File: config.mk
export PLATFORM = sky130hd
export DESIGN_NAME = ocn_config_regs
export DESIGN_NICKNAME = d
export VERILOG_FILES = /design/src/ocn_pkg.sv /design/src/ocn_nv_mem.sv /design/src/ocn_config_regs.sv
export VERILOG_INCLUDE_DIRS = /design/src
export SDC_FILE = /design/constraint.sdc
export NUM_CORES = 1
export LEC_CHECK = 0
export BUFFER_PORTS_ARGS = -buffer_cell sky130_fd_sc_hd__buf_2
export CELL_PAD_IN_SITES_DETAIL_PLACEMENT = 0
export CELL_PAD_IN_SITES_GLOBAL_PLACEMENT = 1
export CORE_UTILIZATION = 45
export DETAILED_ROUTE_END_ITERATION = 16
export GPL_TIMING_DRIVEN = 0
export PLACE_DENSITY_LB_ADDON = 0.08
export SYNTH_ARGS = -nofsm -noshare
export SYNTH_HDL_FRONTEND = slang
export SYNTH_SLANG_ARGS = --single-unit
File: constraint.sdc
create_clock -name sys_clk -period 3 [get_ports sys_clk]
set_input_delay 0.45 -clock sys_clk [delete_from_list [all_inputs] [get_ports sys_clk]]
set_output_delay 0.45 -clock sys_clk [all_outputs]
set_load 0.02 [all_outputs]
File: src/ocn_osc_map.svh
// register offsets, field positions, reset values and timing counts of the oscillator configuration bank
`ifndef OCN_OSC_MAP_SVH
`define OCN_OSC_MAP_SVH

// byte offsets seen on the serial register port
`define OCN_ADR_DIVIDER 8'h02
`define OCN_ADR_STEP_HI 8'h08
`define OCN_ADR_STEP_LO 8'h09
`define OCN_ADR_ADDR_CFG 8'h0D
`define OCN_ADR_BAND 8'h0E
`define OCN_ADR_FACTORY 8'h37
`define OCN_ADR_COMMIT 8'h3F

// nonvolatile image word indexes
`define OCN_NV_DIVIDER 3'h0
`define OCN_NV_STEP_HI 3'h1
`define OCN_NV_STEP_LO 3'h2
`define OCN_NV_BAND 3'h3
`define OCN_NV_ADDR 3'h4
`define OCN_NV_LAST 3'h4
`define OCN_NV_DEPTH 8
`define OCN_NV_AW 3

// dirty masks over the five image words
`define OCN_MASK_ALL 5'h1F
`define OCN_MASK_ADDR 5'h10
`define OCN_MASK_NONE 5'h00
`define OCN_MASK_ONE 5'h01

// factory defaults and fill patterns
`define OCN_RST_DIVIDER 8'hE0
`define OCN_RST_STEP_HI 8'h7D
`define OCN_RST_STEP_LO 8'h00
`define OCN_RST_ADDR 8'hF0
`define OCN_FACTORY_BAND 5'h12
`define OCN_FILL3 3'h7
`define OCN_FILL4 4'hF
`define OCN_RANGE_PAD 3'h0
`define OCN_STEP_PAD 6'h00
`define OCN_UNMAPPED 8'hFF

// field positions
`define OCN_EXP_MSB 3
`define OCN_DITHER_BIT 4
`define OCN_DEFER_BIT 3
`define OCN_BAND_MSB 4
`define OCN_EXP_MAX 4'h8

// master frequency arithmetic, in 10 kHz units
`define OCN_BAND_BASE_10KHZ 18'h02400
`define OCN_BAND_SHIFT 9
`define OCN_FREQ_MIN_10KHZ 16'h19C8
`define OCN_FREQ_MAX_10KHZ 16'h33F4

// nonvolatile write time
`define OCN_SYS_CLK_MHZ 20
`define OCN_NV_WRITE_TIME_US 5000
`define OCN_NV_WRITE_CYCLES (`OCN_NV_WRITE_TIME_US * `OCN_SYS_CLK_MHZ)

`endif

File: src/ocn_pkg.sv
// types shared by the oscillator configuration bank
package ocn_pkg;
	// one register byte
	typedef logic [7:0] ocn_byte_t;
	// index into the nonvolatile image
	typedef logic [2:0] ocn_nv_idx_t;
	// sequencer for image load and nonvolatile commit
	typedef enum logic [2:0] {
		st_load = 3'b000,
		st_load_end = 3'b001,
		st_idle = 3'b010,
		st_write = 3'b011,
		st_wait = 3'b100
	} ocn_state_t;
endpackage

File: src/ocn_nv_mem.sv
// nonvolatile image store with registered read data
`timescale 1ns/1ps
`include "ocn_osc_map.svh"
module ocn_nv_mem #(
	parameter int WIDTH = 8,
	parameter int DEPTH = `OCN_NV_DEPTH,
	parameter int AW = `OCN_NV_AW,
	parameter logic [WIDTH*DEPTH-1:0] INIT_IMAGE = '1
) (
	// clock, enable, reset
	input wire logic sys_clk,
	input wire logic ce,
	input wire logic rst,
	// write port
	input wire logic wr_en,
	input wire logic [AW-1:0] wr_addr,
	input wire logic [WIDTH-1:0] wr_data,
	// read port
	input wire logic rd_en,
	input wire logic [AW-1:0] rd_addr,
	output logic [WIDTH-1:0] rd_data
);
	// storage cells; not reset, they model cells that survive power loss
	logic [WIDTH-1:0] cells [0:DEPTH-1];

	// factory programmed contents
	initial begin
		for (int i = 0; i < DEPTH; i++) begin
			cells[i] = INIT_IMAGE[i*WIDTH +: WIDTH];
		end
	end

	////////////////////////////////////////////////////////////////
	// write side
	always_ff @(posedge sys_clk) begin
		if (ce && wr_en) begin
			cells[wr_addr] <= wr_data;
		end
	end

	// read side, data held in a register
	always_ff @(posedge sys_clk) begin
		if (rst) begin
			rd_data <= '0;
		end else if (ce && rd_en) begin
			rd_data <= cells[rd_addr];
		end
	end
endmodule

File: src/ocn_config_regs.sv
// configuration register bank of the programmable oscillator with nonvolatile commit
`timescale 1ns/1ps
`include "ocn_osc_map.svh"
module ocn_config_regs #(
	parameter logic [4:0] FACTORY_BAND = `OCN_FACTORY_BAND,
	parameter int NV_WRITE_CYCLES = `OCN_NV_WRITE_CYCLES
) (
	// clock, enable, reset
	input wire logic sys_clk,
	input wire logic ce,
	input wire logic rst,
	// byte register port from the serial engine
	input wire logic reg_wr,
	input wire logic reg_rd,
	input wire ocn_pkg::ocn_byte_t reg_addr,
	input wire ocn_pkg::ocn_byte_t reg_wdata,
	output ocn_pkg::ocn_byte_t reg_rdata,
	output logic bus_ack,
	// oscillator settings
	output logic [4:0] band_select,
	output logic [9:0] step_value,
	output logic [3:0] divider_exponent,
	output logic dither_depth_select,
	output logic [15:0] master_freq_10khz,
	output logic freq_in_range,
	// serial address and memory status
	output logic slave_addr_bit2,
	output logic slave_addr_bit1,
	output logic slave_addr_bit0,
	output logic nv_write_defer,
	output logic nv_busy
);
	import ocn_pkg::*;

	////////////////////////////////////////////////////////////////
	// decoding helpers

	// maps a register offset to its image word; bit 3 marks a hit
	function automatic logic [3:0] addr_to_idx(input ocn_byte_t adr);
		logic [3:0] r;
		r = 4'h0;
		unique case (adr)
			`OCN_ADR_DIVIDER: r = {1'b1, `OCN_NV_DIVIDER};
			`OCN_ADR_STEP_HI: r = {1'b1, `OCN_NV_STEP_HI};
			`OCN_ADR_STEP_LO: r = {1'b1, `OCN_NV_STEP_LO};
			`OCN_ADR_BAND: r = {1'b1, `OCN_NV_BAND};
			`OCN_ADR_ADDR_CFG: r = {1'b1, `OCN_NV_ADDR};
			default: r = 4'h0;
		endcase
		return r;
	endfunction

	// lowest set bit of a dirty mask
	function automatic ocn_nv_idx_t first_set(input logic [4:0] m);
		ocn_nv_idx_t r;
		r = `OCN_NV_LAST;
		for (int i = 4; i >= 0; i--) begin
			if (m[i]) begin
				r = 3'(i);
			end
		end
		return r;
	endfunction

	////////////////////////////////////////////////////////////////
	// state
	ocn_state_t state; // sequencer state
	ocn_state_t next_state;
	ocn_nv_idx_t ld_idx; // next image word to fetch at start up
	ocn_nv_idx_t next_ld_idx;
	logic cap_valid; // fetched word arrives this cycle
	ocn_nv_idx_t cap_idx; // which word arrives
	logic [31:0] wait_cnt; // cycles spent in the memory write
	logic [31:0] next_wait_cnt;
	logic [4:0] dirty; // words changed since last save
	logic [4:0] next_dirty;
	logic flush; // commit pending, save everything
	logic next_flush;
	logic [3:0] exp_field; // raw exponent as written
	logic [2:0] slave_addr; // low slave address bits

	// memory port
	logic mem_wr;
	ocn_nv_idx_t mem_waddr;
	ocn_byte_t mem_rdata;
	logic [4:0] clr_mask; // words saved this cycle

	// decode wires
	wire [3:0] dec = addr_to_idx(reg_addr);
	wire dec_hit = dec[3];
	wire ocn_nv_idx_t dec_idx = dec[2:0];
	// writes are refused while the memory is busy, so a host must defer or wait
	wire wr_ok = ce & reg_wr & ~nv_busy;
	wire wr_hit = wr_ok & dec_hit;
	// commit is taken from the offset alone, any data byte is ignored
	wire commit_hit = wr_ok & (reg_addr == `OCN_ADR_COMMIT);
	wire [4:0] wr_onehot = wr_hit ? 5'(`OCN_MASK_ONE << dec_idx) : `OCN_MASK_NONE;
	wire [4:0] cap_onehot = cap_valid ? 5'(`OCN_MASK_ONE << cap_idx) : `OCN_MASK_NONE;
	wire [4:0] upd = wr_onehot | cap_onehot; // load and host writes never overlap
	wire ocn_byte_t src = cap_valid ? mem_rdata : reg_wdata;
	// commit marks every word dirty
	wire [4:0] set_mask = commit_hit ? `OCN_MASK_ALL : wr_onehot;
	// without defer every word may go; with defer only the address word, unless committing
	wire [4:0] allow = (flush | ~nv_write_defer) ? `OCN_MASK_ALL : `OCN_MASK_ADDR;
	wire [4:0] eligible = dirty & allow;
	wire ocn_nv_idx_t save_idx = first_set(eligible);
	wire [4:0] save_onehot = 5'(`OCN_MASK_ONE << save_idx);
	wire [4:0] wd_band = reg_wdata[4:0];
	wire [2:0] wd_saddr = reg_wdata[2:0];

	// image words as they would be saved and read back
	ocn_byte_t nv_words [0:7];
	assign nv_words[0] = {`OCN_FILL3, dither_depth_select, exp_field};
	assign nv_words[1] = step_value[9:2];
	assign nv_words[2] = {step_value[1:0], `OCN_STEP_PAD};
	assign nv_words[3] = {`OCN_FILL3, band_select};
	assign nv_words[4] = {`OCN_FILL4, nv_write_defer, slave_addr};
	genvar gi;
	generate
		for (gi = 5; gi < 8; gi++) begin : g_pad
			assign nv_words[gi] = `OCN_UNMAPPED;
		end
	endgenerate

	// the factory copy is a constant, never a stored register
	wire ocn_byte_t factory_word = {`OCN_RANGE_PAD, FACTORY_BAND};
	wire ocn_byte_t rd_image = (reg_addr == `OCN_ADR_FACTORY) ? factory_word :
		(dec_hit ? nv_words[dec_idx] : `OCN_UNMAPPED);

	localparam logic [63:0] INIT_IMAGE = {`OCN_UNMAPPED, `OCN_UNMAPPED, `OCN_UNMAPPED, `OCN_RST_ADDR,
		`OCN_FILL3, FACTORY_BAND, `OCN_RST_STEP_LO, `OCN_RST_STEP_HI, `OCN_RST_DIVIDER};
	localparam logic [31:0] WAIT_LAST = 32'(NV_WRITE_CYCLES - 1);

	////////////////////////////////////////////////////////////////
	// nonvolatile image
	ocn_nv_mem #(
		.WIDTH(8),
		.DEPTH(`OCN_NV_DEPTH),
		.AW(`OCN_NV_AW),
		.INIT_IMAGE(INIT_IMAGE)
	) u_nv_mem (
		.sys_clk(sys_clk),
		.ce(ce),
		.rst(rst),
		.wr_en(mem_wr),
		.wr_addr(mem_waddr),
		.wr_data(nv_words[mem_waddr]),
		.rd_en(state == st_load),
		.rd_addr(ld_idx),
		.rd_data(mem_rdata)
	);

	////////////////////////////////////////////////////////////////
	// sequencer: fetch image after reset, then save dirty words
	always_comb begin
		next_state = state;
		next_ld_idx = ld_idx;
		next_wait_cnt = wait_cnt;
		next_flush = flush | commit_hit;
		mem_wr = 1'b0;
		mem_waddr = save_idx;
		clr_mask = `OCN_MASK_NONE;
		unique case (state)
			st_load: begin
				next_ld_idx = 3'(ld_idx + 3'h1);
				if (ld_idx == `OCN_NV_LAST) begin
					next_state = st_load_end;
				end
			end
			// last fetched word lands here
			st_load_end: begin
				next_state = st_idle;
			end
			st_idle: begin
				if (eligible != `OCN_MASK_NONE) begin
					next_state = st_write;
				end
			end
			// one word per cycle, then one shared write time
			st_write: begin
				mem_wr = 1'b1;
				clr_mask = save_onehot;
				if ((eligible & ~save_onehot) == `OCN_MASK_NONE) begin
					next_state = st_wait;
					next_flush = 1'b0;
					next_wait_cnt = 32'h0;
				end
			end
			st_wait: begin
				next_wait_cnt = 32'(wait_cnt + 32'h1);
				if (wait_cnt >= WAIT_LAST) begin
					next_state = st_idle;
				end
			end
			default: begin
				next_state = st_idle;
			end
		endcase
		// a new change beats a clear in the same cycle
		next_dirty = (dirty & ~clr_mask) | set_mask;
	end

	// sequencer registers
	always_ff @(posedge sys_clk) begin
		if (rst) begin
			state <= st_load;
			ld_idx <= 3'h0;
			wait_cnt <= 32'h0;
			flush <= 1'b0;
			dirty <= `OCN_MASK_NONE;
		end else if (ce) begin
			state <= next_state;
			ld_idx <= next_ld_idx;
			wait_cnt <= next_wait_cnt;
			flush <= next_flush;
			dirty <= next_dirty;
		end
	end

	// capture marker for the registered memory read
	always_ff @(posedge sys_clk) begin
		if (rst) begin
			cap_valid <= 1'b0;
			cap_idx <= 3'h0;
		end else if (ce) begin
			cap_valid <= (state == st_load);
			cap_idx <= ld_idx;
		end
	end

	// writes are refused and bus_ack drops while loading or saving; reads still update reg_rdata
	assign nv_busy = (state != st_idle);
	assign bus_ack = ~nv_busy;

	////////////////////////////////////////////////////////////////
	// working registers, loaded from the image or written by the host

	// exponent and dither select
	always_ff @(posedge sys_clk) begin
		if (rst) begin
			exp_field <= 4'(`OCN_RST_DIVIDER);
			dither_depth_select <= 1'(`OCN_RST_DIVIDER >> `OCN_DITHER_BIT);
		end else if (ce && upd[`OCN_NV_DIVIDER]) begin
			exp_field <= src[`OCN_EXP_MSB:0];
			dither_depth_select <= src[`OCN_DITHER_BIT];
		end
	end

	// step value, high byte then low two bits
	always_ff @(posedge sys_clk) begin
		if (rst) begin
			step_value <= {`OCN_RST_STEP_HI, 2'(`OCN_RST_STEP_LO >> 6)};
		end else if (ce) begin
			if (upd[`OCN_NV_STEP_HI]) begin
				step_value[9:2] <= src;
			end
			if (upd[`OCN_NV_STEP_LO]) begin
				step_value[1:0] <= src[7:6];
			end
		end
	end

	// band select, five bits wide like the factory value
	always_ff @(posedge sys_clk) begin
		if (rst) begin
			band_select <= FACTORY_BAND;
		end else if (ce && upd[`OCN_NV_BAND]) begin
			band_select <= src[`OCN_BAND_MSB:0];
		end
	end

	// slave address bits and defer flag
	always_ff @(posedge sys_clk) begin
		if (rst) begin
			slave_addr <= 3'(`OCN_RST_ADDR);
			nv_write_defer <= 1'(`OCN_RST_ADDR >> `OCN_DEFER_BIT);
		end else if (ce && upd[`OCN_NV_ADDR]) begin
			slave_addr <= src[2:0];
			nv_write_defer <= src[`OCN_DEFER_BIT];
		end
	end
	assign slave_addr_bit2 = slave_addr[2];
	assign slave_addr_bit1 = slave_addr[1];
	assign slave_addr_bit0 = slave_addr[0];

	// read data, unmapped offsets read as idle bus
	always_ff @(posedge sys_clk) begin
		if (rst) begin
			reg_rdata <= `OCN_UNMAPPED;
		end else if (ce && reg_rd) begin
			reg_rdata <= rd_image;
		end
	end

	////////////////////////////////////////////////////////////////
	// derived oscillator settings; registered, so they trail the registers by a cycle

	// band base moves 512 steps per band away from the factory band; clamp below zero
	wire [17:0] freq_up = `OCN_BAND_BASE_10KHZ + (18'(band_select) << `OCN_BAND_SHIFT) + 18'(step_value);
	wire [17:0] freq_dn = 18'(FACTORY_BAND) << `OCN_BAND_SHIFT;
	wire [15:0] freq_calc = (freq_up >= freq_dn) ? 16'(freq_up - freq_dn) : 16'h0000;

	always_ff @(posedge sys_clk) begin
		if (rst) begin
			divider_exponent <= 4'h0;
			master_freq_10khz <= 16'h0000;
			freq_in_range <= 1'b0;
		end else if (ce) begin
			divider_exponent <= (exp_field > `OCN_EXP_MAX) ? `OCN_EXP_MAX : exp_field;
			master_freq_10khz <= freq_calc;
			// flags settings inside the span the oscillator is good for
			freq_in_range <= (freq_calc >= `OCN_FREQ_MIN_10KHZ) && (freq_calc <= `OCN_FREQ_MAX_10KHZ);
		end
	end
endmodule

# [After elaboration in Yosys (flattened, before gate mapping)]
# Memory sizes are Yosys's and may differ from the RTL's. A register that Yosys moved wholly into a read port is not among the register bits.
# Index checks and enable logic that the tools add are counted.
[totals] inputBits=21 ff_bits=101 memories=1 out_inout_bits=51 ramBits=64 latch_bits=0 elab_cells=116 rom_bits=0
[classes] shift=3 n_reduce_logical=16 n_mux=33 n_addsub=5 eq_ne=16 mul=0 div=0 n_bitwise=17 n_lt_le_gt_ge=7
[memory_table] name="u_nv_mem.cells" words=8 width=8 rd=1 rd_clocked_by_memory_dff=1 wr=1 line_no="ocn_nv_mem.sv:24" text="logic [WIDTH-1:0] cells [0:DEPTH-1];"
[ops] op="$pmux W32 S2" n=1
[ops] op="$mux W8" n=7
[ops] op="$bmux W8 S3" n=2
[ops] op="$add A32 B1 Y32 const B" n=1
[ops] op="$eq A8 B4 Y1 const B" n=4
[ops] op="$ge A32 B17 Y1 const B" n=1
[ops] op="$mux W32" n=1
[ops] op="$mux W3" n=8
[ops] op="$mux W5" n=4
[ops] op="$pmux W4 S5" n=1
[ops] op="$add A15 B10 Y16" n=1
[ops] op="$eq A8 B6 Y1 const B" n=2
[ops] op="$ge A16 B13 Y1 const B" n=1
[ops] op="$ge A16 B14 Y1 const B" n=1
[ops] op="$le A16 B14 Y1 const B" n=1
[ops] op="$mux W16" n=1
[ops] op="$sub A16 B14 Y16 const B" n=1
[ops] op="$add A14 B14 Y15 const A" n=1
[ops] op="$and A5 B5 Y5" n=3
[ops] op="$shl A1 B3 Y5 const A" n=3
[ops] op="$pmux W3 S4" n=1
[ops] op="$not A5 Y5" n=2
[ops] op="$or A5 B5 Y5" n=2
[ops] op="$eq A8 B2 Y1 const B" n=1
[ops] op="other kinds (21)" n=46

# [Depth between registers and ports, before layout]
[logic_depth] word_depth=14 depth_mapped=12 mapped_depth_nobuf=11

# [By module]
# Synthesis repeated with hierarchy kept, for this count alone.
[hier_totals] cells_unflattened=786 area_unflattened_um2=8011.4
[modules_own_cells] module="ocn_config_regs" seq_area_each_um2=2021.9 area_per_inst_um2=5114.9 cells_per_inst=614 instances=1
[modules_own_cells] module="ocn_nv_mem" seq_area_each_um2=2082.0 area_per_inst_um2=2896.5 cells_per_inst=172 instances=1

# [Worst setup path before layout]
# No wires, ideal clock.
[synth_path] path_type="reg-to-reg" startpoint="register step_value[9]" endpoint="register master_freq_10khz[8]" slack_ps=475 period_less_slack_ps=2525 path_buffers=1 stages_incl_launch_ff=13 arrival_time_ps=2460 t_required_ps=2935 path_cell_list="dfxtp_1 -> ha_1 -> inv_1 -> ha_1 -> xor2_1 -> ha_1 -> nor4b_1 -> and3_1 -> o21ai_0 -> a21oi_1 -> buf_2 -> a22oi_1 -> nor2_1"
[synth_via] elab_chain_cells=3
[synth_lines] element="from (decl)" line_no="ocn_config_regs.sv:21" text="output logic [9:0] step_value,"
[synth_lines] element="from (signal assigned)" line_no="ocn_config_regs.sv:252" text="step_value <= {`OCN_RST_STEP_HI, 2'(`OCN_RST_STEP_LO >> 6)};"
[synth_lines] element="from (signal assigned)" line_no="ocn_config_regs.sv:255" text="step_value[9:2] <= src;"
[synth_lines] element="$add A15 B10 Y16 (no source line)"
[synth_lines] element="$ge A16 B14 Y1" line_no="ocn_config_regs.sv:301" text="wire [15:0] freq_calc = (freq_up >= freq_dn) ? 16'(freq_up - freq_dn) : 16'h0000;"
[synth_lines] element="$mux W16" line_no="ocn_config_regs.sv:301"
[synth_lines] element="to (signal assigned)" line_no="ocn_config_regs.sv:310" text="master_freq_10khz <= freq_calc;"
[synth_lines] element="to (decl)" line_no="ocn_config_regs.sv:24" text="output logic [15:0] master_freq_10khz,"
# No other way between the ends.
# A chain may end at the register's enable or synchronous reset.

# [Final worst setup path]
# Ends and elaborated chain as after synthesis.

==> results.txt <==
Highest clock rate = 370 MHz
Multi-input gate area = 3690 um^2
Area growth syn-to-layout = 16.5%
Vias in the first global route = 6020
Starting Density = 46.0%
Pwr Density = 534 nW/um^2
WL/cell = 19.3 um
GR Util All Layers = 24.3%
Launch point of the worst path = step_value[9]
Final setup viols = 0
Die H = 135 um
Worst endpoint required time = 3310 ps
CTS Hold Bufs = 0
Clock-pin slew on the worst setup and hold paths = 70 ps
Crit-path max FO = 10
Root Buffer = clkbuf_16
Synth Warn # = 0
Flop pwr share = 50.3%
Top Ports = 72
Net switching power = 1.25 mW
Die area = 18200 um^2
Slew Viols, Final = 0
Die width = 135 um
Mapped Area = 7930 um^2
Fin crit period = 2700 ps
Port buffer count = 71
H-tree Lvls = 4
Initial drt markers = 425
Crit. End Element = flip-flop
Fillers = 1577
Placement row count = 48
Top_reg_cell synth = dfxtp_1
Max_slew headroom = 32.3%
# DRC = 0
Worst Hold Class = in -> reg
CP Class = reg -> reg
Final #Nets = 892
Fraction of layout cells with a size suffix above 1 = 17.8%
Vias per inst = 5.67
Yosys reg bits = 173
Int Power = 3.68 mW
Synth unique cells = 68
CTS Buf Count = 17
Leak = 3.41 nW
Initial antenna violation count = 0
Clk_skew = 11.1 ps
Tcrit/Tclk final = 90.0%
Status = complete, no violations
Reg2reg start = step_value[9]
Mean post-synth cell area = 10.6 um^2
Setup ws final = 299 ps
Ys async rst share = 0%
Worst slew pin tran = 1010 ps
First-pass GRT wire length = 33100 um
Min Hold Slack = 375 ps
Net Sw Frac = 25.5%
Largest net degree at the start of global routing = 19
Clock power frac = 43.5%
CP Data Arrival Time = 3010 ps
Cells after Synth = 749
Total number of vias = 6242
Max VDD drop = 402 uV
Post-place setup slack = 8.24 ps
Core Region = 17200 um^2
Worst setup SP type = flip-flop
Grt total ovfl = 0
DP Wirelength = 15400 um
RSZ-0062 raised after global routing = no
Min-delay src = rst
Post-synth EDFFs = 64
Remaining antenna violation count = 0
Worst skew pair latency = 430 ps
Total Wirelength = 21300 um
Drt first pass iters = 5
Clock sinks = 173
Max Cap Violations = 0
CTS tree = yes
Seq/Total Area, Yosys = 51.8%
Setup TNS = 0 ps
Register area = 4110 um^2
Combinational share of power = 6.3%
Gpl congestion = 0.854
Hold Vio Cnt, Final = 0
Clock tree buffer depth = 2
Number of diodes = 0
==> synth_stat cells (all sizes together), types with 9 or more instances <==
cell    number  area share, %
dfxtp      109             28
nor2       108            5.1
edfxtp      64             24
nand2       47            2.3
mux2i       38            4.8
a21oi       32            2.0
clkbuf      28            1.3
o21ai       26            1.6
nand3       25            1.6
xor2        25            2.8
nand4       21            1.7
a22oi       18            1.7
inv         16           0.76
mux4        16            4.5
mux2        12            1.7
a211oi      11            1.0
buf         11           0.68
nor2b        9           0.71
nor3         9           0.57
==> worst max-delay path: stages (launching register included) <==
cell and delay (ps):
dfxtp_2 450, ha_1 180, inv_1 40, ha_1 410, ha_1 290, nand2_1 70
mux2_2 340, o21ai_0 230, a21oi_2 100, clkbuf_4 220, a22oi_1 180, nor2_1 60
==> cell families after synthesis <==
group / Yosys count / synth area share [%]
compound gates: 140 / 12.2
flops: 173 / 51.8
other cells: 1 / 0.0473
mux: 66 / 11.0
fa+ha+maj: 9 / 1.39
buf+inv: 55 / 2.76
simple gates: 273 / 17.3
xor+xnor: 32 / 3.54
==> sequential cells by signal (all words and copies together) (netlist names) <==
signal               flops
dither_depth_select      1
step_value              10
cap_valid                1
wait_cnt                32
nv_write_defer           1
ld_idx                   3
flush                    1
divider_exponent         4
exp_field                4
u_nv_mem.rd_data         8
freq_in_range            1
u_nv_mem.cells          64
cap_idx                  3
slave_addr               3
dirty                    5
band_select              5
reg_rdata                8
master_freq_10khz       16
state                    3
==> stage by stage <==
stage	std cells	power (mW)	util, %	area, um^2
3_3_place_gp	1068	2.83	50.2	8650
3_5_place_dp	1068	2.84	50.2	8650
5_1_grt	1101	5.08	53.6	9240
2_1_floorplan	772	2.73	-	8010
6_report	1101	4.93	53.6	9240
4_1_cts	1100	4.97	53.5	9230
==> placed cells by master, fill, tap and decap left out, types with 4 or more instances in the layout <==
cell type  synthesis  routed
nor2_1           108     108
dfxtp_1          109     107
buf_2              7      77
edfxtp_1          64      64
nand2_1           46      46
mux2i_1           38      38
a21oi_1           32      31
clkbuf_1          28      28
xor2_1            25      25
o21ai_0           25      25
nand3_1           24      24
conb_1             1      24
nand4_1           21      21
a22oi_1           18      18
clkbuf_16          0      17
inv_1             16      16
mux4_2            16      16
mux2_2            12      12
a211oi_1          11      11
nor2b_1            9       9
nor3_1             9       9
and2_1             8       8
and3_1             8       8
ha_1               8       8
xnor2_1            7       7
and4_1             6       6
or3_1              6       6
inv_8              0       6
a221oi_1           5       5
o31ai_1            4       4
nand2b_1           4       4
a222oi_1           4       4
a31oi_1            4       4
a211o_1            4       4
o22ai_1            4       4
o21a_1             4       4
nor4_1             4       4
==> layer usage <==
layer | share of wire, % | vias to the layer above | GRT usage, %
li1 | - | 2988 | -
met1 | 46 | 3042 | 33.8
met2 | 46 | 178 | 38.1
met3 | 5.7 | 34 | 4.58
met4 | 1.9 | 0 | 8.55
met5 | 0 | - | 0
==> final timing paths <==
kind,to,slack (ps),cells past startpoint
setup reg to reg,master_freq_10khz[8],300,11
setup / recovery,master_freq_10khz[8],300,11
hold reg to reg,reg_rdata[5],470,2
hold / removal,freq_in_range,370,3
==> final cells by class <==
class                           count  area share, %
Buffer                             39           1.75
Sequential cell                   173           44.4
Multi-Input combinational cell    544           40.0
Inverter                           16          0.650
Timing Repair Buffer               72           3.93
Clock inverter                     15           1.58
Clock buffer                       17           4.60
Tap cell                          225           3.05
==> power groups by stage <==
stage                     clock, mW  combinational (mW)  sequential (mW)
after floorplan                   0               0.183             2.55
after global placement            0               0.303             2.53
after detailed placement          0               0.307             2.53
after CTS                      2.18               0.309             2.48
after global routing           2.26               0.339             2.48
final                          2.14               0.309             2.48
==> timing repair <==
item,4_1_cts,5_1_grt
endpoints found under the setup margin,5,11
setup buffers,0,1
gates resized for setup,1,3
pin swaps,0,1
Note: power is estimated with default switching activity, not from simulation.
